## src/inc/fwid_map.svh

```systemverilog
`ifndef FWID_MAP_SVH
`define FWID_MAP_SVH
// opcodes
`define FWID_OP_WAKE        8'hab
`define FWID_OP_SLEEP       8'hb9
`define FWID_OP_IDENT       8'h9f
`define FWID_OP_STATUS      8'hd7
`define FWID_OP_CFG0        8'h3d
`define FWID_OP_CFG1        8'h2a
`define FWID_OP_CFG2        8'h80
`define FWID_OP_CFG3        8'ha6
// identification bytes (values arbitrary)
`define FWID_MAKER_CODE     8'h5a
`define FWID_FAMILY         3'h2
`define FWID_DENSITY        5'h0b
`define FWID_CELL_LEVEL     3'h1
`define FWID_VERSION        5'h03
`define FWID_EXTRA_COUNT    8'h00
// status register layout
`define FWID_ST_READY_BIT   7
`define FWID_ST_PAGE_BIT    0
`define FWID_ST_DENSITY     4'h7
// page size reset value: 0 selects 264-byte pages
`define FWID_PAGE_RESET     1'b0
// timing
`define FWID_CLK_NS         40
`define FWID_WAKE_US        35
`define FWID_WAKE_CYC       ((`FWID_WAKE_US * 1000) / `FWID_CLK_NS)
`define FWID_SLEEP_US       3
`define FWID_SLEEP_CYC      ((`FWID_SLEEP_US * 1000) / `FWID_CLK_NS)
`define FWID_PROG_MS        4
`define FWID_PROG_CYC       ((`FWID_PROG_MS * 1000000) / `FWID_CLK_NS)
`endif

```

## src/inc/fwid_pkg.sv

```systemverilog
package fwid_pkg;
    typedef enum logic [1:0] {
        FWID_CMD_NONE,
        FWID_CMD_IDENT,
        FWID_CMD_STATUS,
        FWID_CMD_IGNORE
    } fwid_cmd_t;

    typedef struct packed {
        logic rise;
        logic fall;
        logic level;
    } fwid_edge_t;

    typedef struct packed {
        logic       sel;
        fwid_edge_t sck;
        logic       si;
    } fwid_link_t;
endpackage

```

## src/hdl/fwid_core.sv

```systemverilog
// Summary of operation
// [RQ1] host wakes device with one byte ABH framed by chip select
// [RQ2] device returns to standby within wake recovery time after select rises
// [RQ3] host keeps select high during wake recovery, no new command
// [RQ4] in deep power-down every instruction except wake is ignored
// [RQ5] page size one-time programmable; binary never reverts to 264; here each reset reloads page_stored and page_binary from page_strap
// [RQ6] unprogrammed page-size setting selects 264-byte pages
// [RQ7] config command 3D 2A 80 A6 in one frame; program starts at select rise
// [RQ8] status reports busy for the whole config program interval
// [RQ9] new binary page size takes effect only after power cycle
// [RQ10] host rechecks page-size bit after power loss and reissues command
// [RQ11] status bit 0 is one for 256-byte pages, zero for 264
// [RQ12] status bit 7 zero while busy, one when ready
// [RQ13] opcode 9FH starts identification output on following clocks
// [RQ14] order: maker byte, two part bytes, extra-info count byte
// [RQ15] select rising ends identification at once, output goes high impedance
// [RQ16] first part byte: family bits 7..5, density bits 4..0
// [RQ17] second part byte: cell level bits 7..5, version bits 4..0
// [RQ18] host treats 7FH maker bytes as continuation codes
// [RQ19] host starts nothing during a group A command
// [RQ20] status and identification reads are accepted while self-timed busy
// [RQ21] host uses the other buffer for group C during group B
// [RQ22] host issues only status reads during group D self-timed work
// [RQ23] partial-byte or mismatched wake or config frames are ignored
`timescale 1ns/100ps
`default_nettype none
`include "fwid_map.svh"
module fwid_core #(
    parameter int unsigned WAKE_CYC = `FWID_WAKE_CYC,
    parameter int unsigned PROG_CYC = `FWID_PROG_CYC
) (
    input  wire logic  clk,
    input  wire logic  reset_n,
    input  wire logic  cs_n,
    input  wire logic  sck,
    input  wire logic  si,
    input  wire logic  page_strap,
    output logic       so_out,
    output logic       so_oe,
    output logic       busy,
    output logic       deep_sleep,
    output logic       page_binary,
    output logic       page_stored
);
    typedef enum logic [1:0] {FWID_ST_AWAKE, FWID_ST_ENTER, FWID_ST_ASLEEP, FWID_ST_WAKE}
        fwid_pwr_t;

    fwid_pkg::fwid_link_t link;
    fwid_pwr_t            pwr;
    fwid_pkg::fwid_cmd_t  cmd;
    logic [7:0]  shift;
    logic [2:0]  bit_cnt;
    logic [2:0]  byte_cnt;
    logic        whole_byte;
    logic [1:0]  cfg_match;
    logic        cfg_ok;
    logic        wake_ok;
    logic        sleep_ok;
    logic        sel_last;
    logic [31:0] timer;
    logic        prog_run;
    logic [7:0]  out_byte;
    logic [2:0]  out_bit;
    logic [1:0]  out_idx;
    logic [1:0]  strap_sync;
    logic [1:0]  strap_age;

    fwid_sync u_sync (
        .clk      (clk),
        .reset_n  (reset_n),
        .cs_n_pin (cs_n),
        .sck_pin  (sck),
        .si_pin   (si),
        .link     (link)
    );

    function automatic logic [7:0] id_byte(input logic [1:0] idx);
        unique case (idx)
            2'd0: id_byte = `FWID_MAKER_CODE;                  // RQ14
            2'd1: id_byte = {`FWID_FAMILY, `FWID_DENSITY};     // RQ16
            2'd2: id_byte = {`FWID_CELL_LEVEL, `FWID_VERSION}; // RQ17
            2'd3: id_byte = `FWID_EXTRA_COUNT;                 // RQ14
        endcase
    endfunction

    wire       frame_end  = sel_last & ~link.sel;
    wire       frame_go   = ~sel_last & link.sel;
    wire [7:0] next_shift = {shift[6:0], link.si};
    wire       byte_done  = link.sck.rise & (bit_cnt == 3'd7);
    wire       awake      = (pwr == FWID_ST_AWAKE);
    wire       busy_now   = prog_run | (pwr == FWID_ST_WAKE) | (pwr == FWID_ST_ENTER);
    wire [7:0] status_byte = {~busy_now, 1'b0, `FWID_ST_DENSITY, 1'b0, page_binary}; // RQ11 RQ12
    wire [7:0] cfg_expect  = (byte_cnt == 3'd0) ? `FWID_OP_CFG0 :
                             (byte_cnt == 3'd1) ? `FWID_OP_CFG1 :
                             (byte_cnt == 3'd2) ? `FWID_OP_CFG2 : `FWID_OP_CFG3;
    wire [7:0] id_now      = id_byte(out_idx);

    assign busy = busy_now;
    assign deep_sleep = (pwr == FWID_ST_ASLEEP);

    // bit and byte capture, opcode decode
    always_ff @(posedge clk or negedge reset_n) begin
        if (!reset_n) begin
            sel_last   <= 1'b0;
            shift      <= 8'h00;
            bit_cnt    <= 3'd0;
            byte_cnt   <= 3'd0;
            whole_byte <= 1'b1;
            cfg_match  <= 2'd0;
            cfg_ok     <= 1'b0;
            wake_ok    <= 1'b0;
            sleep_ok   <= 1'b0;
            cmd        <= fwid_pkg::FWID_CMD_NONE;
        end else begin
            sel_last <= link.sel;
            if (frame_go) begin
                bit_cnt    <= 3'd0;
                byte_cnt   <= 3'd0;
                whole_byte <= 1'b1;
                cfg_ok     <= 1'b0;
                wake_ok    <= 1'b0;
                sleep_ok   <= 1'b0;
                cfg_match  <= 2'd0;
                cmd        <= fwid_pkg::FWID_CMD_NONE;
            end else if (link.sel && link.sck.rise) begin
                shift      <= next_shift;
                bit_cnt    <= bit_cnt + 3'd1;
                whole_byte <= (bit_cnt == 3'd7);                        // RQ23
                if (bit_cnt == 3'd7 && byte_cnt != 3'd7) begin
                    byte_cnt <= byte_cnt + 3'd1;
                end
                if (byte_done) begin
                    wake_ok  <= (byte_cnt == 3'd0) && (next_shift == `FWID_OP_WAKE); // RQ1 RQ23
                    sleep_ok <= awake && (byte_cnt == 3'd0) && (next_shift == `FWID_OP_SLEEP);
                    if (byte_cnt < 3'd4 && next_shift == cfg_expect && cfg_match == byte_cnt[1:0])
                        cfg_match <= byte_cnt[1:0] + 2'd1;
                    cfg_ok <= awake && !busy_now && (byte_cnt == 3'd3) && (cfg_match == 2'd3)
                              && (next_shift == `FWID_OP_CFG3);           // RQ7 RQ23
                    if (byte_cnt == 3'd0) begin
                        if (!awake)
                            cmd <= fwid_pkg::FWID_CMD_IGNORE;            // RQ4
                        else if (next_shift == `FWID_OP_IDENT)
                            cmd <= fwid_pkg::FWID_CMD_IDENT;             // RQ13 RQ20
                        else if (next_shift == `FWID_OP_STATUS)
                            cmd <= fwid_pkg::FWID_CMD_STATUS;            // RQ20
                        else
                            cmd <= fwid_pkg::FWID_CMD_IGNORE;
                    end
                end
            end
        end
    end

    // power state and self-timed program
    always_ff @(posedge clk or negedge reset_n) begin
        if (!reset_n) begin
            pwr         <= FWID_ST_AWAKE;
            timer       <= 32'd0;
            prog_run    <= 1'b0;
            page_stored <= `FWID_PAGE_RESET;                            // RQ6
            page_binary <= `FWID_PAGE_RESET;
            strap_sync  <= 2'h0;
            strap_age   <= 2'h0;
        end else begin
            // strap is a pin: two flops before it is taken
            strap_sync <= {strap_sync[0], page_strap};
            if (strap_age != 2'h3)
                strap_age <= strap_age + 2'h1;
            if (strap_age == 2'h2) begin
                page_stored <= strap_sync[1];
                page_binary <= strap_sync[1];                           // RQ9
            end
            if (timer != 32'd0)
                timer <= timer - 32'd1;
            unique case (pwr)
                FWID_ST_AWAKE: begin
                    if (frame_end && whole_byte && sleep_ok && byte_cnt == 3'd1 && !prog_run) begin
                        pwr   <= FWID_ST_ENTER;
                        timer <= `FWID_SLEEP_CYC;
                    end
                end
                FWID_ST_ENTER: if (timer == 32'd0) pwr <= FWID_ST_ASLEEP;
                FWID_ST_ASLEEP: begin
                    if (frame_end && whole_byte && wake_ok && byte_cnt == 3'd1) begin // RQ1 RQ4
                        pwr   <= FWID_ST_WAKE;
                        timer <= WAKE_CYC;                              // RQ2
                    end
                end
                FWID_ST_WAKE: if (timer == 32'd0) pwr <= FWID_ST_AWAKE; // RQ2 RQ3
            endcase
            if (awake && frame_end && whole_byte && cfg_ok && byte_cnt == 3'd4
                && !page_stored) begin
                prog_run <= 1'b1;                                       // RQ7 RQ8
                timer    <= PROG_CYC;
            end else if (prog_run && timer == 32'd0) begin
                prog_run    <= 1'b0;
                page_stored <= 1'b1;                                    // RQ5 RQ9
            end
        end
    end

    // serial output: shifted on falling clock edge, msb first
    always_ff @(posedge clk or negedge reset_n) begin
        if (!reset_n) begin
            so_oe    <= 1'b0;
            so_out   <= 1'b0;
            out_byte <= 8'h00;
            out_bit  <= 3'd0;
            out_idx  <= 2'd0;
        end else if (!link.sel) begin
            so_oe   <= 1'b0;                                            // RQ15
            out_bit <= 3'd0;
            out_idx <= 2'd0;
        end else if (link.sck.fall) begin
            if (cmd == fwid_pkg::FWID_CMD_IDENT || cmd == fwid_pkg::FWID_CMD_STATUS) begin
                so_oe <= 1'b1;
                if (out_bit == 3'd0) begin
                    so_out   <= (cmd == fwid_pkg::FWID_CMD_IDENT) ?
                                id_now[7] : status_byte[7];              // RQ13 RQ14
                    out_byte <= (cmd == fwid_pkg::FWID_CMD_IDENT) ?
                                id_now : status_byte;
                    if (cmd == fwid_pkg::FWID_CMD_IDENT && out_idx != 2'd3)
                        out_idx <= out_idx + 2'd1;
                end else begin
                    so_out <= out_byte[3'd7 - out_bit];
                end
                out_bit <= out_bit + 3'd1;
            end
        end
    end
endmodule // fwid_core
`default_nettype wire

```

## src/hdl/fwid_sync.sv

```systemverilog
`timescale 1ns/100ps
`default_nettype none
// two-stage synchronisers for the link pins, edge detect on the second stage
module fwid_sync (
    input  wire logic         clk,
    input  wire logic         reset_n,
    input  wire logic         cs_n_pin,
    input  wire logic         sck_pin,
    input  wire logic         si_pin,
    output wire  fwid_pkg::fwid_link_t link
);
    logic [2:0] meta;
    logic [2:0] stable;
    logic       sck_last;

    always_ff @(posedge clk or negedge reset_n) begin
        if (!reset_n) begin
            meta     <= 3'h7;
            stable   <= 3'h7;
            sck_last <= 1'b1;
        end else begin
            meta     <= {cs_n_pin, sck_pin, si_pin};
            stable   <= meta;
            sck_last <= stable[1];
        end
    end

    assign link.sel       = ~stable[2];
    assign link.sck.level = stable[1];
    assign link.sck.rise  = stable[1] & ~sck_last;
    assign link.sck.fall  = ~stable[1] & sck_last;
    assign link.si        = stable[0];
endmodule // fwid_sync
`default_nettype wire

```

## config.mk

```make
export PLATFORM = sky130hd
export DESIGN_NAME = fwid_core
export DESIGN_NICKNAME = d
export VERILOG_FILES = /design/src/inc/fwid_pkg.sv /design/src/hdl/fwid_core.sv /design/src/hdl/fwid_sync.sv
export VERILOG_INCLUDE_DIRS = /design/src /design/src/inc
export SDC_FILE = /design/constraint.sdc
export NUM_CORES = 1
export LEC_CHECK = 0
export ABC_AREA = 1
export BUFFER_PORTS_ARGS = -buffer_cell sky130_fd_sc_hd__clkbuf_2
export CAP_MARGIN = 10
export CORE_ASPECT_RATIO = 1.2
export CORE_MARGIN = 2
export CORE_UTILIZATION = 60
export CTS_CLUSTER_DIAMETER = 80
export CTS_CLUSTER_SIZE = 28
export DETAILED_ROUTE_END_ITERATION = 16
export PLACE_DENSITY = 0.77
export REMOVE_ABC_BUFFERS = 1
export SLEW_MARGIN = 25
export SYNTH_ARGS = -nofsm -noshare
export SYNTH_HDL_FRONTEND = slang
export SYNTH_SLANG_ARGS = --single-unit
export TNS_END_PERCENT = 1
```

## constraint.sdc

```tcl
create_clock -name clk -period 2.12 [get_ports clk]
set_input_delay 0.212 -clock clk [delete_from_list [all_inputs] [get_ports clk]]
set_output_delay 0.212 -clock clk [all_outputs]
set_load 0.005 [all_outputs]
```

; ---- Word-level counts from Yosys, hierarchy flattened
; Index checks and enable logic that the tools add are counted.
[classes]
addsub = 8
multipliers = 0
div = 0
magnitude_cmp = 2
eq_ne = 29
shifts = 0
mux = 62
n_bitwise = 13
n_reduce_logical = 54
[op_table]
columns = cell, n
row1 = 32-bit 2-to-1 mux, 4
row2 = 32-bit one-hot mux with 2 select lines, 1
row3 = 8-bit equality test (second input constant), 5
row4 = 2-bit 2-to-1 mux, 19
row5 = 32-bit logical NOT, 1
row6 = 8-bit one-hot mux with 4 select lines, 1
row7 = 32-bit nonzero test, 1
row8 = 32-bit by 1-bit subtractor with 32-bit output (second input constant), 1
row9 = 1-bit logical AND, 24
row10 = 3-bit 2-to-1 mux, 8
row11 = 8-bit 2-to-1 mux, 3
row12 = 1-bit 2-to-1 mux, 23
row13 = 2-bit nonzero test, 10
row14 = 2-bit equality test (second input constant), 7
row15 = 4-bit AND reduction, 3
row16 = 3-bit by 1-bit adder with 3-bit output (second input constant), 3
row17 = 3-bit AND reduction, 3
row18 = 8-bit equality test, 1
row19 = 2-bit by 1-bit != test with 1-bit output (second input constant), 4
row20 = 2-bit one-hot mux with 4 select lines, 1
row21 = 2-bit AND reduction, 4
row22 = 2-bit by 1-bit adder with 2-bit output (second input constant), 3
row23 = 2-bit by 1-bit equality test with 1-bit output (second input constant), 3
row24 = 3-bit by 2-bit equality test with 1-bit output (second input constant), 2
row25 = 17 further kinds, 33
[word_totals]
ff_bits = 85
latch_bits = 0
ramBits = 0
mem_bits_ro = 0
inputBits = 6
out_inout_bits = 6
wordCells = 193
mem_count = 0

; ---- Logic depth before layout (Yosys ltp)
[logic_depth]
word_depth = 11
ltp_mapped = 13
ltp_nobuf = 13

; ---- Modules after synthesis
; Synthesis repeated with hierarchy kept, for this count alone.
[hier_totals]
cells_unflattened = 598
hier_area_um2 = 4803.4
[modules_own_cells]
columns = module, instances, cells_per_inst, area_each_um2, seq_area_each_um2
row1 = fwid_core, 1, 584, 4585.6, 1953.1
row2 = fwid_sync, 1, 14, 217.7, 183.9

; ---- Worst setup path before layout
; No wires, ideal clock.
[synth_timing]
path_type = reg2reg
start = reg byte_cnt[1]
end = reg timer[12]
setup_time_ps = 126
arrival_ps = 1518
required_time_ps = 1994
setup_slack_ps = 476
path_stages_with_launch = 13
n_path_buf = 1
synth_period_minus_slack_ps = 1644
cell_sequence = dfrtp_1 -> inv_1 -> ha_1 -> nand2_2 -> nor3_1 -> nand2_1 -> nand2_1 -> nand2_1 -> inv_2 -> nand2_2 -> nand2_2 -> buf_4 -> nor3_1
[synth_via]
elab_chain_cells = 6
word_cells_on_any_way = 11
classes_between = 2 x eq/ne / 4 x mux / 5 x reduce/logical
[synth_rtl]
columns = element, line_no
row1 = start: declaration, fwid_core.sv:53  ; logic [2:0] byte_cnt;
row2 = start signal: assignment, fwid_core.sv:130  ; byte_cnt <= byte_cnt + 3'd1;
row3 = 3-bit by 1-bit equality test with 1-bit output, "fwid_core.sv:177, fwid_core.sv:184"
row4 = 1-bit logical AND (2 in a row), fwid_core.sv:177  ; if (frame_end && whole_byte && sleep_ok && byte_cnt == 3'd1 && !prog_run) begin
row5 = 32-bit 2-to-1 mux, fwid_core.sv:177
row6 = 32-bit one-hot mux with 2 select lines, fwid_core.sv:175  ; unique case (pwr)
row7 = 32-bit 2-to-1 mux (*), fwid_core.sv:191  ; if (awake && frame_end && whole_byte && cfg_ok && byte_cnt == 3'd4
row8 = end signal: assignment, fwid_core.sv:174  ; timer <= timer - 32'd1;
row9 = end signal: assignment, fwid_core.sv:179  ; timer <= `FWID_SLEEP_CYC;
row10 = end: declaration, fwid_core.sv:60  ; logic [31:0] timer;
; Every way passes the cells marked *; elsewhere a longest branch is shown, timed or not.
; A chain may end at the register's enable or synchronous reset.

; ---- Worst setup path after layout
[layout_timing]
start = reg cmd[0]
end = reg out_byte[4]
[layout_via]
elab_chain_cells = 3
word_cells_on_any_way = 5
classes_between = 2 x eq/ne / 1 x mux / 2 x reduce/logical
[layout_rtl]
columns = element, line_no
row1 = start: declaration, fwid_core.sv:50  ; fwid_pkg::fwid_cmd_t cmd;
row2 = start signal: assignment, fwid_core.sv:113  ; cmd <= fwid_pkg::FWID_CMD_NONE;
row3 = start signal: assignment, fwid_core.sv:124  ; cmd <= fwid_pkg::FWID_CMD_NONE;
row4 = start signal: assignment, fwid_core.sv:141  ; cmd <= fwid_pkg::FWID_CMD_IGNORE;
row5 = 2-bit by 1-bit equality test with 1-bit output / 2-bit equality test (equally long branches), "fwid_core.sv:215, fwid_core.sv:220"
row6 = 1-bit logical OR, fwid_core.sv:215  ; if (cmd == fwid_pkg::FWID_CMD_IDENT || cmd == fwid_pkg::FWID_CMD_STATUS) begin
row7 = 4-bit AND reduction (no source line), -
row8 = end signal: assignment, fwid_core.sv:220  ; out_byte <= (cmd == fwid_pkg::FWID_CMD_IDENT) ?
row9 = end: declaration, fwid_core.sv:62  ; logic [7:0] out_byte;
; Several ways; a longest one is shown, not always the timed one.

==> summary.txt <==
ROUTING
----------------------------------------------------------------------------------
Remaining number of nets flagged by the antenna check after routing              0
DRC                                                                              0
Ratio of routed vias to standard cells                                        5.47
DR vias                                                                      4,130
Total detailed-routing wirelength                                        10,800 um
DR pass1 iterations                                                              5
Final routed wire length divided by cell count                             14.3 um
Detailed router's first-iteration violation count                              179

POWER
----------------------------------------------------------------------------------
Sequential power share                                                       52.1%
Static leakage                                                             2.89 nW
Switching power as a share of total power                                    28.8%
Proportion of power drawn by combinational gates                             12.9%
Overall power consumption                                                  3.45 mW
Clock power frac                                                             35.0%
Power Internal                                                             2.46 mW
Power spent charging and discharging nets                                   995 uW
Maximum ir drop on the vdd rail                                         0.000515 V
Power density over the cells                                           635 nW/um^2

STA
----------------------------------------------------------------------------------
Period minus WS final                                                      1.95 ns
Slew @ Worst Pin                                                          0.546 ns
Upper clock frequency limit                                              0.512 GHz
Count of pins over their slew limit                                              0
Worst rel slew slack                                                         63.2%
Number of endpoints with negative hold slack in the final report                 0
Largest clock skew in the final design                                   0.0200 ns
Final setup violation count                                                      0
RSZ-0062 raised after global routing                                            no
Setup TNS Final                                                               0 ns
Post-route fraction of the period consumed by the critical path              92.1%

LAYOUT
----------------------------------------------------------------------------------
Register cell area after layout                                         2140 sq um
Filler cell count in the final layout                                          699
Combined area of the multi-input logic cells                            2420 sq um
Layout cell share with drive strength beyond 1                               17.4%
Count of antenna diodes in the layout                                            0
Area added between synthesis and finish                                      9.56%
Number of nets in the final layout                                             684

CLOCKING
----------------------------------------------------------------------------------
H-tree Lvls                                                                      3
Clock tree root buffer cell                                           sky130_fd_sc_hd__clkbuf_8
Latest clock arrival within the worst-skew pair                            0.38 ns
Number of buffers inserted during clock tree synthesis                           9
Number of resized instances in the post-cts repair step                          0
CTS Buffer Depth                                                                 2
Number of sinks on the clock net                                                85
Clock slew seen by the registers of the worst setup and hold paths         0.10 ns
CTS tree                                                                      done

WORST SETUP PATH
----------------------------------------------------------------------------------
Crit end category                                                             flop
Worst endpoint data arrival time                                           2.22 ns
Largest delay contributor family on the critical path                 simple AND/OR/NAND/NOR gates
Critical-path top delay cell                                          sky130_fd_sc_hd__dfrtp_1
Buffers plus inverters on the worst setup path                                   3
Critical path type                                                    flop to flop
Critical path peak fanout                                                        6
Biggest cell delay along the critical path                                 0.41 ns
Cells along the critical path                                         ha_1 -> nor2_2 -> inv_1 -> nor2_2 -> inv_2 -> nor2_1 -> inv_1 -> o22a_1
Category of the worst setup path launch point                                 flop
Endpoint required time on the critical path                                2.39 ns

YOSYS
----------------------------------------------------------------------------------
Number of distinct library cells after synthesis                                43
Cell type contributing the most total cell area after synthesis       sky130_fd_sc_hd__dfrtp_1
Fraction of the mapped netlist area in adder cells                           5.80%
Summed instance area of the synthesized netlist                         4960 sq um
Synthesized area per cell                                               7.95 sq um
Most numerous cell in the Yosys netlist                               sky130_fd_sc_hd__nand2_1
Post-Synth Simple-Gate Area                                                  31.4%
Compound-gate portion of the synthesized area                                9.46%
EDFF count, synth                                                                0
Mux share of post-synthesis cell area                                           0%
Cell count after synthesis                                                     624
Flops & latches, synth                                                          85
Yosys warning count                                                              0
Commonest cells in the synthesized netlist                            sky130_fd_sc_hd__nand2_1, sky130_fd_sc_hd__inv_1, sky130_fd_sc_hd__nor2_1, sky130_fd_sc_hd__dfrtp_1, sky130_fd_sc_hd__o21ai_0
Most used flip-flop cell after synthesis                              sky130_fd_sc_hd__dfrtp_1
Sequential fraction of the synthesis area                                    43.1%
Post-synthesis async set-or-reset flop share                                  100%
Fraction of synthesized cell area taken by the top area cell type            38.8%
Most area-consuming cells after synthesis                             sky130_fd_sc_hd__dfrtp_1, sky130_fd_sc_hd__nand2_1, sky130_fd_sc_hd__inv_1
Dominant combinational cell family by area after synthesis            simple AND/OR/NAND/NOR gates
Area share of xor/xnor cells in the synthesized design                       2.12%

FLOORPLAN
----------------------------------------------------------------------------------
DIE AREA                                                                9010 sq um
Floorplan die width                                                        87.0 um
Std-Cell Core Area                                                      8060 sq um
Chip height                                                                 104 um
Count of boundary I/O pins                                                      12
Cell Rows                                                                       36
Starting density of the core                                                 61.5%

PLACED DESIGN
----------------------------------------------------------------------------------
RePlAce Congestion                                                           0.924
Input/output buffers                                                            11
Post-DP HPWL                                                               8300 um

RUN
----------------------------------------------------------------------------------
Maximum Capacitance Violations                                                   0

GLOBAL ROUTE
----------------------------------------------------------------------------------
Initial antenna violation count                                                  0
Total grt overflow                                                               0
Maximum number of pins on one net before global-route repair                    34
Global-route wire length before repair                                   19,100 um
Overall track demand over capacity in global routing                         26.5%
Number of global-route vias before repair                                    4,302

STATUS
----------------------------------------------------------------------------------
Outcome                                                               finished, final reports clean

MIN PATH
----------------------------------------------------------------------------------
Hold crit path type                                                   primary input to asynchronous set/reset pin

==> layout make-up <==
type | instances | area share, %
clock buffers | 10 | 2.53
clock inverters | 6 | 1.22
inverters | 98 | 6.77
multi-input cells | 436 | 44.5
flip-flops and latches | 85 | 39.3
well taps | 95 | 2.19
repair buffers | 25 | 3.45
==> path summary, 6_finish.rpt <==
| path | startpoint | end | slack, ns | cells past startpoint |
|---|---|---|---|---|
| min | reset_n | timer[27] | 0.32 | 2 |
| max | cmd[0] | out_byte[4] | 0.17 | 8 |
| min reg2reg | u_sync.meta[1] | u_sync.stable[1] | 0.36 | 0 |
| min in group clk | u_sync.meta[1] | u_sync.stable[1] | 0.36 | 0 |
| max in group asynchronous | reset_n | u_sync.meta[0] | 1.09 | 3 |
| max reg2reg | cmd[0] | out_byte[4] | 0.17 | 8 |
==> what timing repair did <==
| item | CTS | global route |
|---|---|---|
| setup buffers | 0 | 1 |
| hold buffers | 5 | 0 |
| setup endpoints to repair | 0 | 1 |
| hold endpoints to repair | 35 | 0 |
==> sequential cells by signal, summed over array words and instances, names as in the netlist, 2 cells and up <==
| name | flops |
|---|---|
| out_bit | 3 |
| pwr | 2 |
| timer | 32 |
| u_sync.stable | 3 |
| cfg_match | 2 |
| strap_age | 2 |
| strap_sync | 2 |
| bit_cnt | 3 |
| u_sync.meta | 3 |
| byte_cnt | 3 |
| cmd | 2 |
| out_byte | 8 |
| shift | 7 |
| out_idx | 2 |
==> power by group through the flow <==
stage | Sequential [mW] | Combinational, mW | Clock (mW)
floorplan | 1.80 | 0.310 | 0
global placement | 1.82 | 0.429 | 0
detailed placement | 1.83 | 0.438 | 0
CTS | 1.80 | 0.450 | 1.23
global route | 1.81 | 0.537 | 1.29
finish | 1.80 | 0.446 | 1.21
==> logic make-up after synthesis <==
family	after synthesis
AOI/OAI and AO/OA	85
DFF	85
buffers and inverters	103
adders and majority gates	23
xor gates and xnor gates	12
and+or+nand+nor	316
==> layout by cell type, fill, tap and decap left out, types with 2 or more instances in the layout <==
| cell type | instances |
|---|---|
| sky130_fd_sc_hd__inv_1 | 89 |
| sky130_fd_sc_hd__buf_4 | 9 |
| sky130_fd_sc_hd__clkbuf_8 | 10 |
| sky130_fd_sc_hd__ha_1 | 23 |
| sky130_fd_sc_hd__nand2_2 | 15 |
| sky130_fd_sc_hd__o21ai_2 | 2 |
| sky130_fd_sc_hd__nand4_1 | 13 |
| sky130_fd_sc_hd__xor2_1 | 9 |
| sky130_fd_sc_hd__nor4_1 | 2 |
| sky130_fd_sc_hd__o21ai_0 | 47 |
| sky130_fd_sc_hd__nand3_1 | 30 |
| sky130_fd_sc_hd__dfrtp_1 | 77 |
| sky130_fd_sc_hd__clkbuf_2 | 10 |
| sky130_fd_sc_hd__nor3_2 | 4 |
| sky130_fd_sc_hd__nand2_4 | 3 |
| sky130_fd_sc_hd__o21ai_1 | 4 |
| sky130_fd_sc_hd__nor2_2 | 21 |
| sky130_fd_sc_hd__clkinv_2 | 2 |
| sky130_fd_sc_hd__dlygate4sd3_1 | 5 |
| sky130_fd_sc_hd__nor3_1 | 16 |
| sky130_fd_sc_hd__nand4_2 | 2 |
| sky130_fd_sc_hd__nor2_1 | 79 |
| sky130_fd_sc_hd__dfstp_2 | 8 |
| sky130_fd_sc_hd__xnor2_1 | 3 |
| sky130_fd_sc_hd__inv_2 | 8 |
| sky130_fd_sc_hd__nor2_4 | 11 |
| sky130_fd_sc_hd__o22ai_1 | 2 |
| sky130_fd_sc_hd__a21oi_1 | 20 |
| sky130_fd_sc_hd__nand2_1 | 115 |
| sky130_fd_sc_hd__inv_6 | 3 |
==> layer usage <==
metal / part of all wire, % / global-route usage [%]
met5: 0 / 0
met4: 4.5 / 13.5
met3: 3.1 / 4.62
met2: 52 / 45.9
met1: 40 / 30.6
==> through the flow <==
| stage | hold slack, ns | worst slack (ns) | std cells | area, sq um | util [%] |
|---|---|---|---|---|---|
| final | 0.319 | 0.167 | 755 | 5440 | 67.4 |
| after global routing | 0.362 | 0.0116 | 755 | 5440 | 67.4 |
| after CTS | 0.333 | 0.188 | 754 | 5430 | 67.3 |
| after detailed placement | 0.194 | 0.213 | 733 | 5170 | 64.2 |
| after global placement | 0.185 | 0.238 | 733 | 5170 | 64.2 |
| after floorplan | -0.0836 | 0.325 | 619 | 4920 | - |
Power figures use the tool's default switching activity.
